--- src/rtl/gate_pkg.sv ---
// Shared constants for the gate input decoder and its controller end
package gate_pkg;
  localparam logic [1:0] MODE_SINGLE = 2'h2;
  localparam logic [1:0] MODE_INDEP = 2'h3;
  localparam logic [1:0] MODE_RESET = 2'h3;
  localparam logic [2:0] ST_STOP = 3'h0;
  localparam logic [2:0] ST_ALIGN = 3'h7;
  localparam logic [2:0] ST_BC = 3'h6;
  localparam logic [2:0] ST_AC = 3'h4;
  localparam logic [2:0] ST_AB = 3'h5;
  localparam logic [2:0] ST_CB = 3'h1;
  localparam logic [2:0] ST_CA = 3'h3;
  localparam logic [2:0] ST_BA = 3'h2;
  // Controller-side register offsets over APB
  localparam logic [7:0] OFF_CTRL = 8'h00;
  localparam logic [7:0] OFF_GATES = 8'h04;
  localparam logic [7:0] OFF_SERIAL = 8'h08;
  // Control word field positions
  localparam int CTRL_PWM = 0;
  localparam int CTRL_STATE = 1;
  localparam int CTRL_DIR = 4;
  localparam int CTRL_BRAKE_N = 5;
  localparam int CTRL_INDEP = 6;
  localparam logic [31:0] CTRL_RESET = 32'h00000020;
  // Pin reset value and last bit count on the device end; SER_RESET is the controller end's serial register reset
  localparam logic [5:0] PINS_RESET = 6'h20;
  localparam logic [2:0] SER_RESET = 3'h1;
  localparam logic [3:0] SER_LAST_BIT = 4'hF;
endpackage

--- src/rtl/gate_link_if.sv ---
// Pin-level link between motor controller and gate decoder
`timescale 1ns/10ps
`default_nettype none
interface gate_link_if;
  logic phase_a_high_in;
  logic phase_a_low_in;
  logic phase_b_high_in;
  logic phase_b_low_in;
  logic phase_c_high_in;
  logic phase_c_low_in;
  logic serial_select_n;
  logic serial_clk;
  logic serial_din;
  logic serial_dout_o;
  logic serial_dout_oe;
  // Open-drain data line, pulled up when released
  wire serial_dout_line = serial_dout_oe ? serial_dout_o : 1'b1;
  modport device (
    input phase_a_high_in, phase_a_low_in, phase_b_high_in,
    input phase_b_low_in, phase_c_high_in, phase_c_low_in,
    input serial_select_n, serial_clk, serial_din,
    output serial_dout_o, serial_dout_oe
  );
  modport ctrl (
    output phase_a_high_in, phase_a_low_in, phase_b_high_in,
    output phase_b_low_in, phase_c_high_in, phase_c_low_in,
    output serial_select_n, serial_clk, serial_din,
    input serial_dout_line
  );
endinterface
`default_nettype wire

--- src/rtl/gate_decoder.sv ---
// Gate driver input decoder: single-PWM commutation and independent mode
`timescale 1ns/10ps
`default_nettype none
module gate_decoder (
  input wire logic pclk,
  input wire logic presetn,
  gate_link_if.device link,
  input wire logic [1:0] mode,
  input wire logic single_pwm_rectify_sel,
  input wire logic [15:0] serial_tx_word,
  output logic [15:0] serial_rx_word,
  output logic serial_rx_valid,
  output logic [2:0] high_gate_out,
  output logic [2:0] low_gate_out
);
  logic [5:0] in_q;
  logic [2:0] st;
  logic pwm;
  logic [2:0] src;
  logic [2:0] snk;
  logic [2:0] hi_d;
  logic [2:0] lo_d;
  logic sck_q;
  logic [3:0] cnt_q;
  logic [15:0] rx_q;
  logic [15:0] tx_q;
  logic dout_q;

  // Sample inputs so decode never sees a half-updated pattern
  always_ff @(posedge pclk or negedge presetn)
  begin
    if (!presetn)
      in_q <= gate_pkg::PINS_RESET;
    else
      in_q <= {link.phase_c_low_in, link.phase_c_high_in,
               link.phase_b_low_in, link.phase_b_high_in,
               link.phase_a_low_in, link.phase_a_high_in};
  end

  // State word and PWM; direction inverts only the six true steps
  // Stop and align are each other's inverse, so they skip the flip
  always_comb
  begin
    pwm = in_q[0];
    st = {in_q[1], in_q[2], in_q[3]};
    if (in_q[4] && st != gate_pkg::ST_STOP && st != gate_pkg::ST_ALIGN)
      st = ~st;
  end

  // Source and sink phase per step, bit 0 is phase A
  always_comb
  begin
    src = 3'h0;
    snk = 3'h0;
    unique case (st)
      gate_pkg::ST_STOP:
      begin
        src = 3'h0;
        snk = 3'h0;
      end
      gate_pkg::ST_ALIGN:
      begin
        src = 3'h1;
        snk = 3'h6;
      end
      gate_pkg::ST_BC:
      begin
        src = 3'h2;
        snk = 3'h4;
      end
      gate_pkg::ST_AC:
      begin
        src = 3'h1;
        snk = 3'h4;
      end
      gate_pkg::ST_AB:
      begin
        src = 3'h1;
        snk = 3'h2;
      end
      gate_pkg::ST_CB:
      begin
        src = 3'h4;
        snk = 3'h2;
      end
      gate_pkg::ST_CA:
      begin
        src = 3'h4;
        snk = 3'h1;
      end
      gate_pkg::ST_BA:
      begin
        src = 3'h2;
        snk = 3'h1;
      end
    endcase
  end

  // Gate pattern by mode; brake overrides single-PWM pattern
  always_comb
  begin
    hi_d = 3'h0;
    lo_d = 3'h0;
    if (mode == gate_pkg::MODE_SINGLE)
    begin
      hi_d = pwm ? src : 3'h0;
      if (single_pwm_rectify_sel)
        lo_d = snk;
      else
        lo_d = snk | (pwm ? 3'h0 : src);
      if (!in_q[5])
      begin
        hi_d = 3'h0;
        lo_d = 3'h7;
      end
    end
    else if (mode == gate_pkg::MODE_INDEP)
    begin
      // No shoot-through guard here; both-on passes straight through
      hi_d = {in_q[4], in_q[2], in_q[0]};
      lo_d = {in_q[5], in_q[3], in_q[1]};
    end
  end

  // Gate commands from flops
  // Registered so decode hazards never reach the gate pins
  always_ff @(posedge pclk or negedge presetn)
  begin
    if (!presetn)
    begin
      high_gate_out <= 3'h0;
      low_gate_out <= 3'h0;
    end
    else
    begin
      high_gate_out <= hi_d;
      low_gate_out <= lo_d;
    end
  end

  // Serial port on the four shared pins, sampled on pclk
  // Edges are found on the sampled clock, so it must run well below pclk
  always_ff @(posedge pclk or negedge presetn)
  begin
    if (!presetn)
    begin
      sck_q <= 1'b0;
      cnt_q <= 4'h0;
      rx_q <= 16'h0000;
      tx_q <= 16'h0000;
      dout_q <= 1'b1;
      serial_rx_word <= 16'h0000;
      serial_rx_valid <= 1'b0;
    end
    else
    begin
      sck_q <= link.serial_clk;
      serial_rx_valid <= 1'b0;
      if (link.serial_select_n)
      begin
        cnt_q <= 4'h0;
        tx_q <= serial_tx_word;
        dout_q <= 1'b1;
      end
      else if (link.serial_clk && !sck_q)
      begin
        // Rising edge: shift out then capture, MSB first
        dout_q <= tx_q[15];
        tx_q <= {tx_q[14:0], 1'b0};
        rx_q <= {rx_q[14:0], link.serial_din};
        cnt_q <= cnt_q + 4'h1;
        if (cnt_q == gate_pkg::SER_LAST_BIT)
        begin
          serial_rx_word <= {rx_q[14:0], link.serial_din};
          serial_rx_valid <= 1'b1;
        end
      end
    end
  end

  // Open drain: only pull low, released otherwise
  // The pull-up makes the high level; driving high would fight the bus
  assign link.serial_dout_o = 1'b0;
  assign link.serial_dout_oe = !link.serial_select_n && !dout_q;
endmodule // gate_decoder
`default_nettype wire

--- src/flat_wrapper.sv ---
// flat-port wrapper written by rule: the top's interface ports become plain ports
module gate_decoder_flat 
  (pclk, presetn, mode, single_pwm_rectify_sel, serial_tx_word, serial_rx_word, serial_rx_valid, high_gate_out, low_gate_out, link_phase_a_high_in, link_phase_a_low_in, link_phase_b_high_in, link_phase_b_low_in, link_phase_c_high_in, link_phase_c_low_in, link_serial_select_n, link_serial_clk, link_serial_din, link_serial_dout_o, link_serial_dout_oe);
  gate_link_if link_i ();
  input wire logic pclk;
  input wire logic presetn;
  input wire logic [1:0] mode;
  input wire logic single_pwm_rectify_sel;
  input wire logic [15:0] serial_tx_word;
  output logic [15:0] serial_rx_word;
  output logic serial_rx_valid;
  output logic [2:0] high_gate_out;
  output logic [2:0] low_gate_out;
  input wire logic [$bits(link_i.phase_a_high_in)-1:0] link_phase_a_high_in;
  input wire logic [$bits(link_i.phase_a_low_in)-1:0] link_phase_a_low_in;
  input wire logic [$bits(link_i.phase_b_high_in)-1:0] link_phase_b_high_in;
  input wire logic [$bits(link_i.phase_b_low_in)-1:0] link_phase_b_low_in;
  input wire logic [$bits(link_i.phase_c_high_in)-1:0] link_phase_c_high_in;
  input wire logic [$bits(link_i.phase_c_low_in)-1:0] link_phase_c_low_in;
  input wire logic [$bits(link_i.serial_select_n)-1:0] link_serial_select_n;
  input wire logic [$bits(link_i.serial_clk)-1:0] link_serial_clk;
  input wire logic [$bits(link_i.serial_din)-1:0] link_serial_din;
  output wire logic [$bits(link_i.serial_dout_o)-1:0] link_serial_dout_o;
  output wire logic [$bits(link_i.serial_dout_oe)-1:0] link_serial_dout_oe;
  assign link_i.phase_a_high_in = link_phase_a_high_in;
  assign link_i.phase_a_low_in = link_phase_a_low_in;
  assign link_i.phase_b_high_in = link_phase_b_high_in;
  assign link_i.phase_b_low_in = link_phase_b_low_in;
  assign link_i.phase_c_high_in = link_phase_c_high_in;
  assign link_i.phase_c_low_in = link_phase_c_low_in;
  assign link_i.serial_select_n = link_serial_select_n;
  assign link_i.serial_clk = link_serial_clk;
  assign link_i.serial_din = link_serial_din;
  assign link_serial_dout_o = link_i.serial_dout_o;
  assign link_serial_dout_oe = link_i.serial_dout_oe;
  gate_decoder u_core (.pclk(pclk), .presetn(presetn), .link(link_i), .mode(mode), .single_pwm_rectify_sel(single_pwm_rectify_sel), .serial_tx_word(serial_tx_word), .serial_rx_word(serial_rx_word), .serial_rx_valid(serial_rx_valid), .high_gate_out(high_gate_out), .low_gate_out(low_gate_out));
endmodule
--- config.mk ---
export PLATFORM = sky130hd
export DESIGN_NAME = gate_decoder_flat
export DESIGN_NICKNAME = d
export VERILOG_FILES = /design/src/rtl/gate_pkg.sv /design/src/rtl/gate_link_if.sv /design/src/rtl/gate_decoder.sv /design/src/flat_wrapper.sv
export SDC_FILE = /design/constraint.sdc
export NUM_CORES = 1
export LEC_CHECK = 0
export BUFFER_PORTS_ARGS = -buffer_cell sky130_fd_sc_hd__clkbuf_2
export CORE_MARGIN = 2
export CORE_UTILIZATION = 54
export DETAILED_ROUTE_END_ITERATION = 10
export PLACE_DENSITY = 0.85
export SLEW_MARGIN = 25
export SYNTH_ARGS = -nofsm -noshare
export SYNTH_HDL_FRONTEND = slang
export SYNTH_SLANG_ARGS = --single-unit
--- constraint.sdc ---
create_clock -name pclk -period 2.06 [get_ports pclk]
set_input_delay 0 -clock pclk [delete_from_list [all_inputs] [get_ports pclk]]
set_output_delay 0 -clock pclk [all_outputs]
set_load 0.02 [all_outputs]
Word level (Yosys, flattened, before mapping)
Memories as Yosys holds them, arrays and structs flattened. Cells that the tools add are included.

Flip-flop bits (word level): 66. Memory bits (read-only): 48. Input bits: 30. Output and inout port bits: 25. Logic and storage cells: 49. Memories kept: 1.

Memory list: (name not given) (depth 8, bits a word 6, read ports 1, clocked after Yosys merged registers in 0, wr ports 0, RTL line gate_decoder.sv:55) `unique case (st)`.

Add/sub/neg operators: 1. Equal/unequal tests: 4. Muxes and demuxes: 19. Bitwise gates (word level): 3. Reduce and logical (&&, ||, !) cells: 11.

Operators with widths (count): 16-bit 2-to-1 mux (2); 3-bit 2-to-1 mux (10); 4-bit 2-to-1 mux (2); 1-bit 2-to-1 mux (5); 4-bit by 1-bit adder with 4-bit output, second input constant (1); 2-bit equality test, second input constant (2); 4-bit equality test, second input constant (1); 1-bit logical AND (4); 1-bit zero test (3); 3-bit inequality test, second input constant (1); 3-bit NOT (1); 3-bit bitwise OR (1); 3-bit AND reduction (1); 3-bit nonzero test (1); 2-bit AND reduction (1); 2-bit nonzero test (1); 1-bit NOT (1).

Logic depth before layout (Yosys ltp)
An unclocked memory read counts as a cell.

Word-level depth: 10. Depth in mapped cells: 5. Depth with buffers taken out: 4.

Worst setup path after synthesis
No wires, ideal clock.

Path kind: register -> register. Start: register u_core.sck_q. End: register u_core.serial_rx_word[1]. Setup time: 0.127 ns. Arrival time: 1.494 ns. Data required time: 1.933 ns. Path slack: 0.439 ns. Cell stages (with the launch flop): 6. Buffers on the path: 2. Clock period less this slack: 1.621 ns. Cells stage by stage: dfrtp_1 -> nor3b_4 -> and4_1 -> buf_4 -> buf_8 -> mux2_1.

Longest elaborated chain between the ends: 3.

Ends and longest elaborated chain: from (decl) (RTL line gate_decoder.sv:23) `logic sck_q;`; from (signal assigned) (RTL line gate_decoder.sv:157) `sck_q <= link.serial_clk;`; 1-bit zero test (RTL line gate_decoder.sv:165) `else if (link.serial_clk && !sck_q)`; 1-bit logical AND (RTL line gate_decoder.sv:165); 3-bit AND reduction (no source line); to (signal assigned) (RTL line gate_decoder.sv:174) `serial_rx_word <= {rx_q[14:0], link.serial_din};`; to (decl) (RTL line gate_decoder.sv:11) `output logic [15:0] serial_rx_word,`.

Every way passes these cells. A chain may end at the register's enable or synchronous reset.

Worst setup path after layout
Start: register u_core.in_q[4]. End: register u_core.high_gate_out[0].

Longest elaborated chain between the ends: 7.

Ends and longest elaborated chain: from (decl) (RTL line gate_decoder.sv:16) `logic [5:0] in_q;`; from (signal assigned) (RTL line gate_decoder.sv:33) `in_q <= gate_pkg::PINS_RESET;`; from (signal assigned) (RTL line gate_decoder.sv:35) `in_q <= {link.phase_c_low_in, link.phase_c_high_in,`; 1-bit logical AND (2 in series) (RTL line gate_decoder.sv:46) `if (in_q[4] && st != gate_pkg::ST_STOP && st != gate_pkg::ST_ALIGN)`; 3-bit 2-to-1 mux (RTL line gate_decoder.sv:46); memory 8 x 6 bit; 3-bit 2-to-1 mux (RTL line gate_decoder.sv:106) `hi_d = pwm ? src : 3'h0;`; 3-bit 2-to-1 mux (RTL line gate_decoder.sv:111) `if (!in_q[5])`; 3-bit 2-to-1 mux (RTL line gate_decoder.sv:104) `if (mode == gate_pkg::MODE_SINGLE)`; via u_core.hi_d[0] (RTL line gate_decoder.sv:21) `logic [2:0] hi_d;`; to (signal assigned) (RTL line gate_decoder.sv:136) `high_gate_out <= hi_d;`; to (decl) (RTL line gate_decoder.sv:13) `output logic [2:0] high_gate_out,`.

The timed path passes the listed nets, and every way through them passes these cells.

==> out/qor.yml <==
status: "completed"
post-route-util_pct: 71.4
tightest_slew_ns: 0.541
cp-start-kind: "flip-flop"
dieArea_um2: 5700
critPathRequiredTime_ns: 2.33
grt_usage_pct: 20.3
critPathKind: "flip-flop to flip-flop"
ys_seq_area_share_pct: 59.9
grt_pass1_vias: 1827
synth-seq-cells: 66
drv_cap: 0
fp.dieW_um: 75.5
root_buffer: "clkbuf_8"
p_sw_uw: 706
clk_pin_slew_worst_paths_ns: 0.07
numCtsBuffers: 9
synthTopCellsByArea: "dfrtp_1 58%, mux2_2 9.0%, mux2i_1 5.4%"
p_int_uw: 2230
p_leak_uw: 0.00175
overflow: 0
synth_warnings: 0
worstPathArrival_ns: 1.88
final_antenna_net_count: 0
synthArstFlopShare_pct: 100
p_per_area_nw_per_um2: 822
detail_route.drc_violations: 0
die_h_um: 75.5
numPortBuffers: 53
peakVddDrop_uv: 593
synth_flop_cell: "dfrtp_1"
clk_latency_ns: 0.33
routed_wl_mm: 5.10
synth_top_family_by_area: "multiplexers"
pwr-share-clk_pct: 37.3
synth_top_area_cell: "dfrtp_1"
min_period_ns: 1.61
instances_no_fill: 378
grt_max_degree: 44
dp_cells: 334
htreeDepth: 3
max-clock-path-buffers: 2
gp_congestion: 0.768
fin_crit_sh_pct: 78.3
synth-simple-area-share_pct: 11.2
synth_most_common_cell: "dfrtp_1"
clock.fmax_mhz: 620
skew_ns: 0.00738
nNetsFinal: 334
io_pins: 55
ctsResizeCount: 0
drive_gt1_share_pct: 31.8
synthMuxAreaShare_pct: 18.1
first_pass_iters: 4
setup_viol: 0
synth_common_cells: "64 x dfrtp_1, 25 x nand2_1, 23 x o21ai_0"
syn_avg_cell_area_um2: 12.6
end_kind: "flip-flop"
area_delta_synth_final_pct: 29.5
hold_viol_final: 0
viasPerCell: 5.10
drt-wirelength-per-cell_um: 13.5
finalMaxSlewViolations: 0
comb_power_share_pct: 10.9
synth_xor_area_share_pct: 0.634
cp_max_fo: 11
rows: 26
cts_sinks: 66
switching_share_pct: 24.0
syn_nets: 251
vias: 1927
tns_ns: 0
rsz0062_at_grt: "no"
hold_class: "input port to flip-flop"
antenna_found_initial: 0
report.power.total_uw: 2940
synth_top_area_share_pct: 58.0
place_hpwl_mm: 3.07
grt_pass1_wl_mm: 8.47
relSlewSlack_pct: 63.9
syn_inst: 220
hold_ws_ns: 0.0595
synth_edf_count: 0
initial_utilization_pct: 55.1
synth_compound_gate_area_share_pct: 6.75
synthAdderAreaFrac_pct: 0.453
core-area_um2: 5010
syn_area_um2: 2760
ys_types: 36
cts_tree: "built"
pwr-share-seq_pct: 51.8
drt-initial-drc-count: 110
antenna_cells: 0
cell usage in the layout (no fill, tap or decap), types with 4 or more instances in the layout:
master,count
dfrtp_1,64
clkbuf_2,52
dlygate4sd3_1,28
nand2_1,25
o21ai_0,23
mux2_2,22
mux2i_1,15
clkbuf_8,11
mux2_1,9
nor2_1,6
nand2b_1,4
nand3b_1,4
a21oi_1,4
buf_4,4
registers in the layout, indices dropped and copies added (netlist names):
name	cells
u_core.high_gate_out	3
u_core.dout_q	1
u_core.sck_q	1
u_core.tx_q	16
u_core.cnt_q	4
u_core.serial_rx_valid	1
u_core.rx_q	15
u_core.serial_rx_word	16
u_core.in_q	6
u_core.low_gate_out	3
cell families after synthesis:
group | Yosys count
DFF | 66
and+or+nand+nor | 55
AOI/OAI and AO/OA | 34
adders and majority gates | 1
muxes | 46
buffers and inverters | 15
other | 1
xor gates and xnor gates | 2
metrics by stage:
| step | instance area [µm²] | worst slack [ns] |
|---|---|---|
| 6_report | 3570 | 0.447 |
| 5_1_grt | 3570 | 0.380 |
| 3_3_place_gp | 3090 | 0.565 |
| 3_5_place_dp | 3090 | 0.539 |
| 4_1_cts | 3570 | 0.492 |
| 2_1_floorplan | 2760 | 0.439 |
area by class of cell:
cell class	count	area [µm²]
sequential	66	1650
fill	375	1440
multi-input combinational	139	1030
timing repair buffer	86	596
clock buffer	12	155
tap	70	87.6
clock inverter	4	50.0
inverter	1	3.75
routing by layer:
metal | GRT usage, % | wire length [µm]
met4 | 9.36 | 48
met2 | 32.4 | 2580
met3 | 4.37 | 178
met1 | 26.6 | 2290
met5 | 0 | 0
worst max-delay path: stages, from the launching register on:
cell and delay, ns:
dfrtp_1 0.52, nor2_1 0.12, nand4b_1 0.19, a21oi_1 0.17, dlygate4sd3_1 0.56
repair_timing:
item                      in CTS  in global routing
hold endpoints to repair      53                  0
setup buffers                  0                  0
hold buffers                  28                  0
final timing paths:
kind,from,to,slack [ns],cells after the start
max in group asynchronous,presetn,u_core.dout_q$_DFFE_PN1P_,1.20,3
max reg2reg,u_core.in_q[4]$_DFF_PN0_,u_core.high_gate_out[0]$_DFF_PN0_,0.45,4
min reg2reg,u_core.serial_rx_word[6]$_DFFE_PN0P_,u_core.serial_rx_word[6]$_DFFE_PN0P_,0.49,1
min,mode[0],u_core.low_gate_out[0]$_DFF_PN0_,0.06,3
max,u_core.in_q[4]$_DFF_PN0_,u_core.high_gate_out[0]$_DFF_PN0_,0.45,4
min in group asynchronous,presetn,u_core.serial_rx_word[6]$_DFFE_PN0P_,0.19,2
power by group through the flow:
stage / Combinational [µW] / Clock, µW / Sequential [µW]
finish: 319 / 1100 / 1520
global route: 360 / 1190 / 1550
CTS: 319 / 1130 / 1520
detailed placement: 277 / 0 / 1550
global placement: 268 / 0 / 1540
floorplan: 184 / 0 / 1520
(Power assumes the default switching activity.)
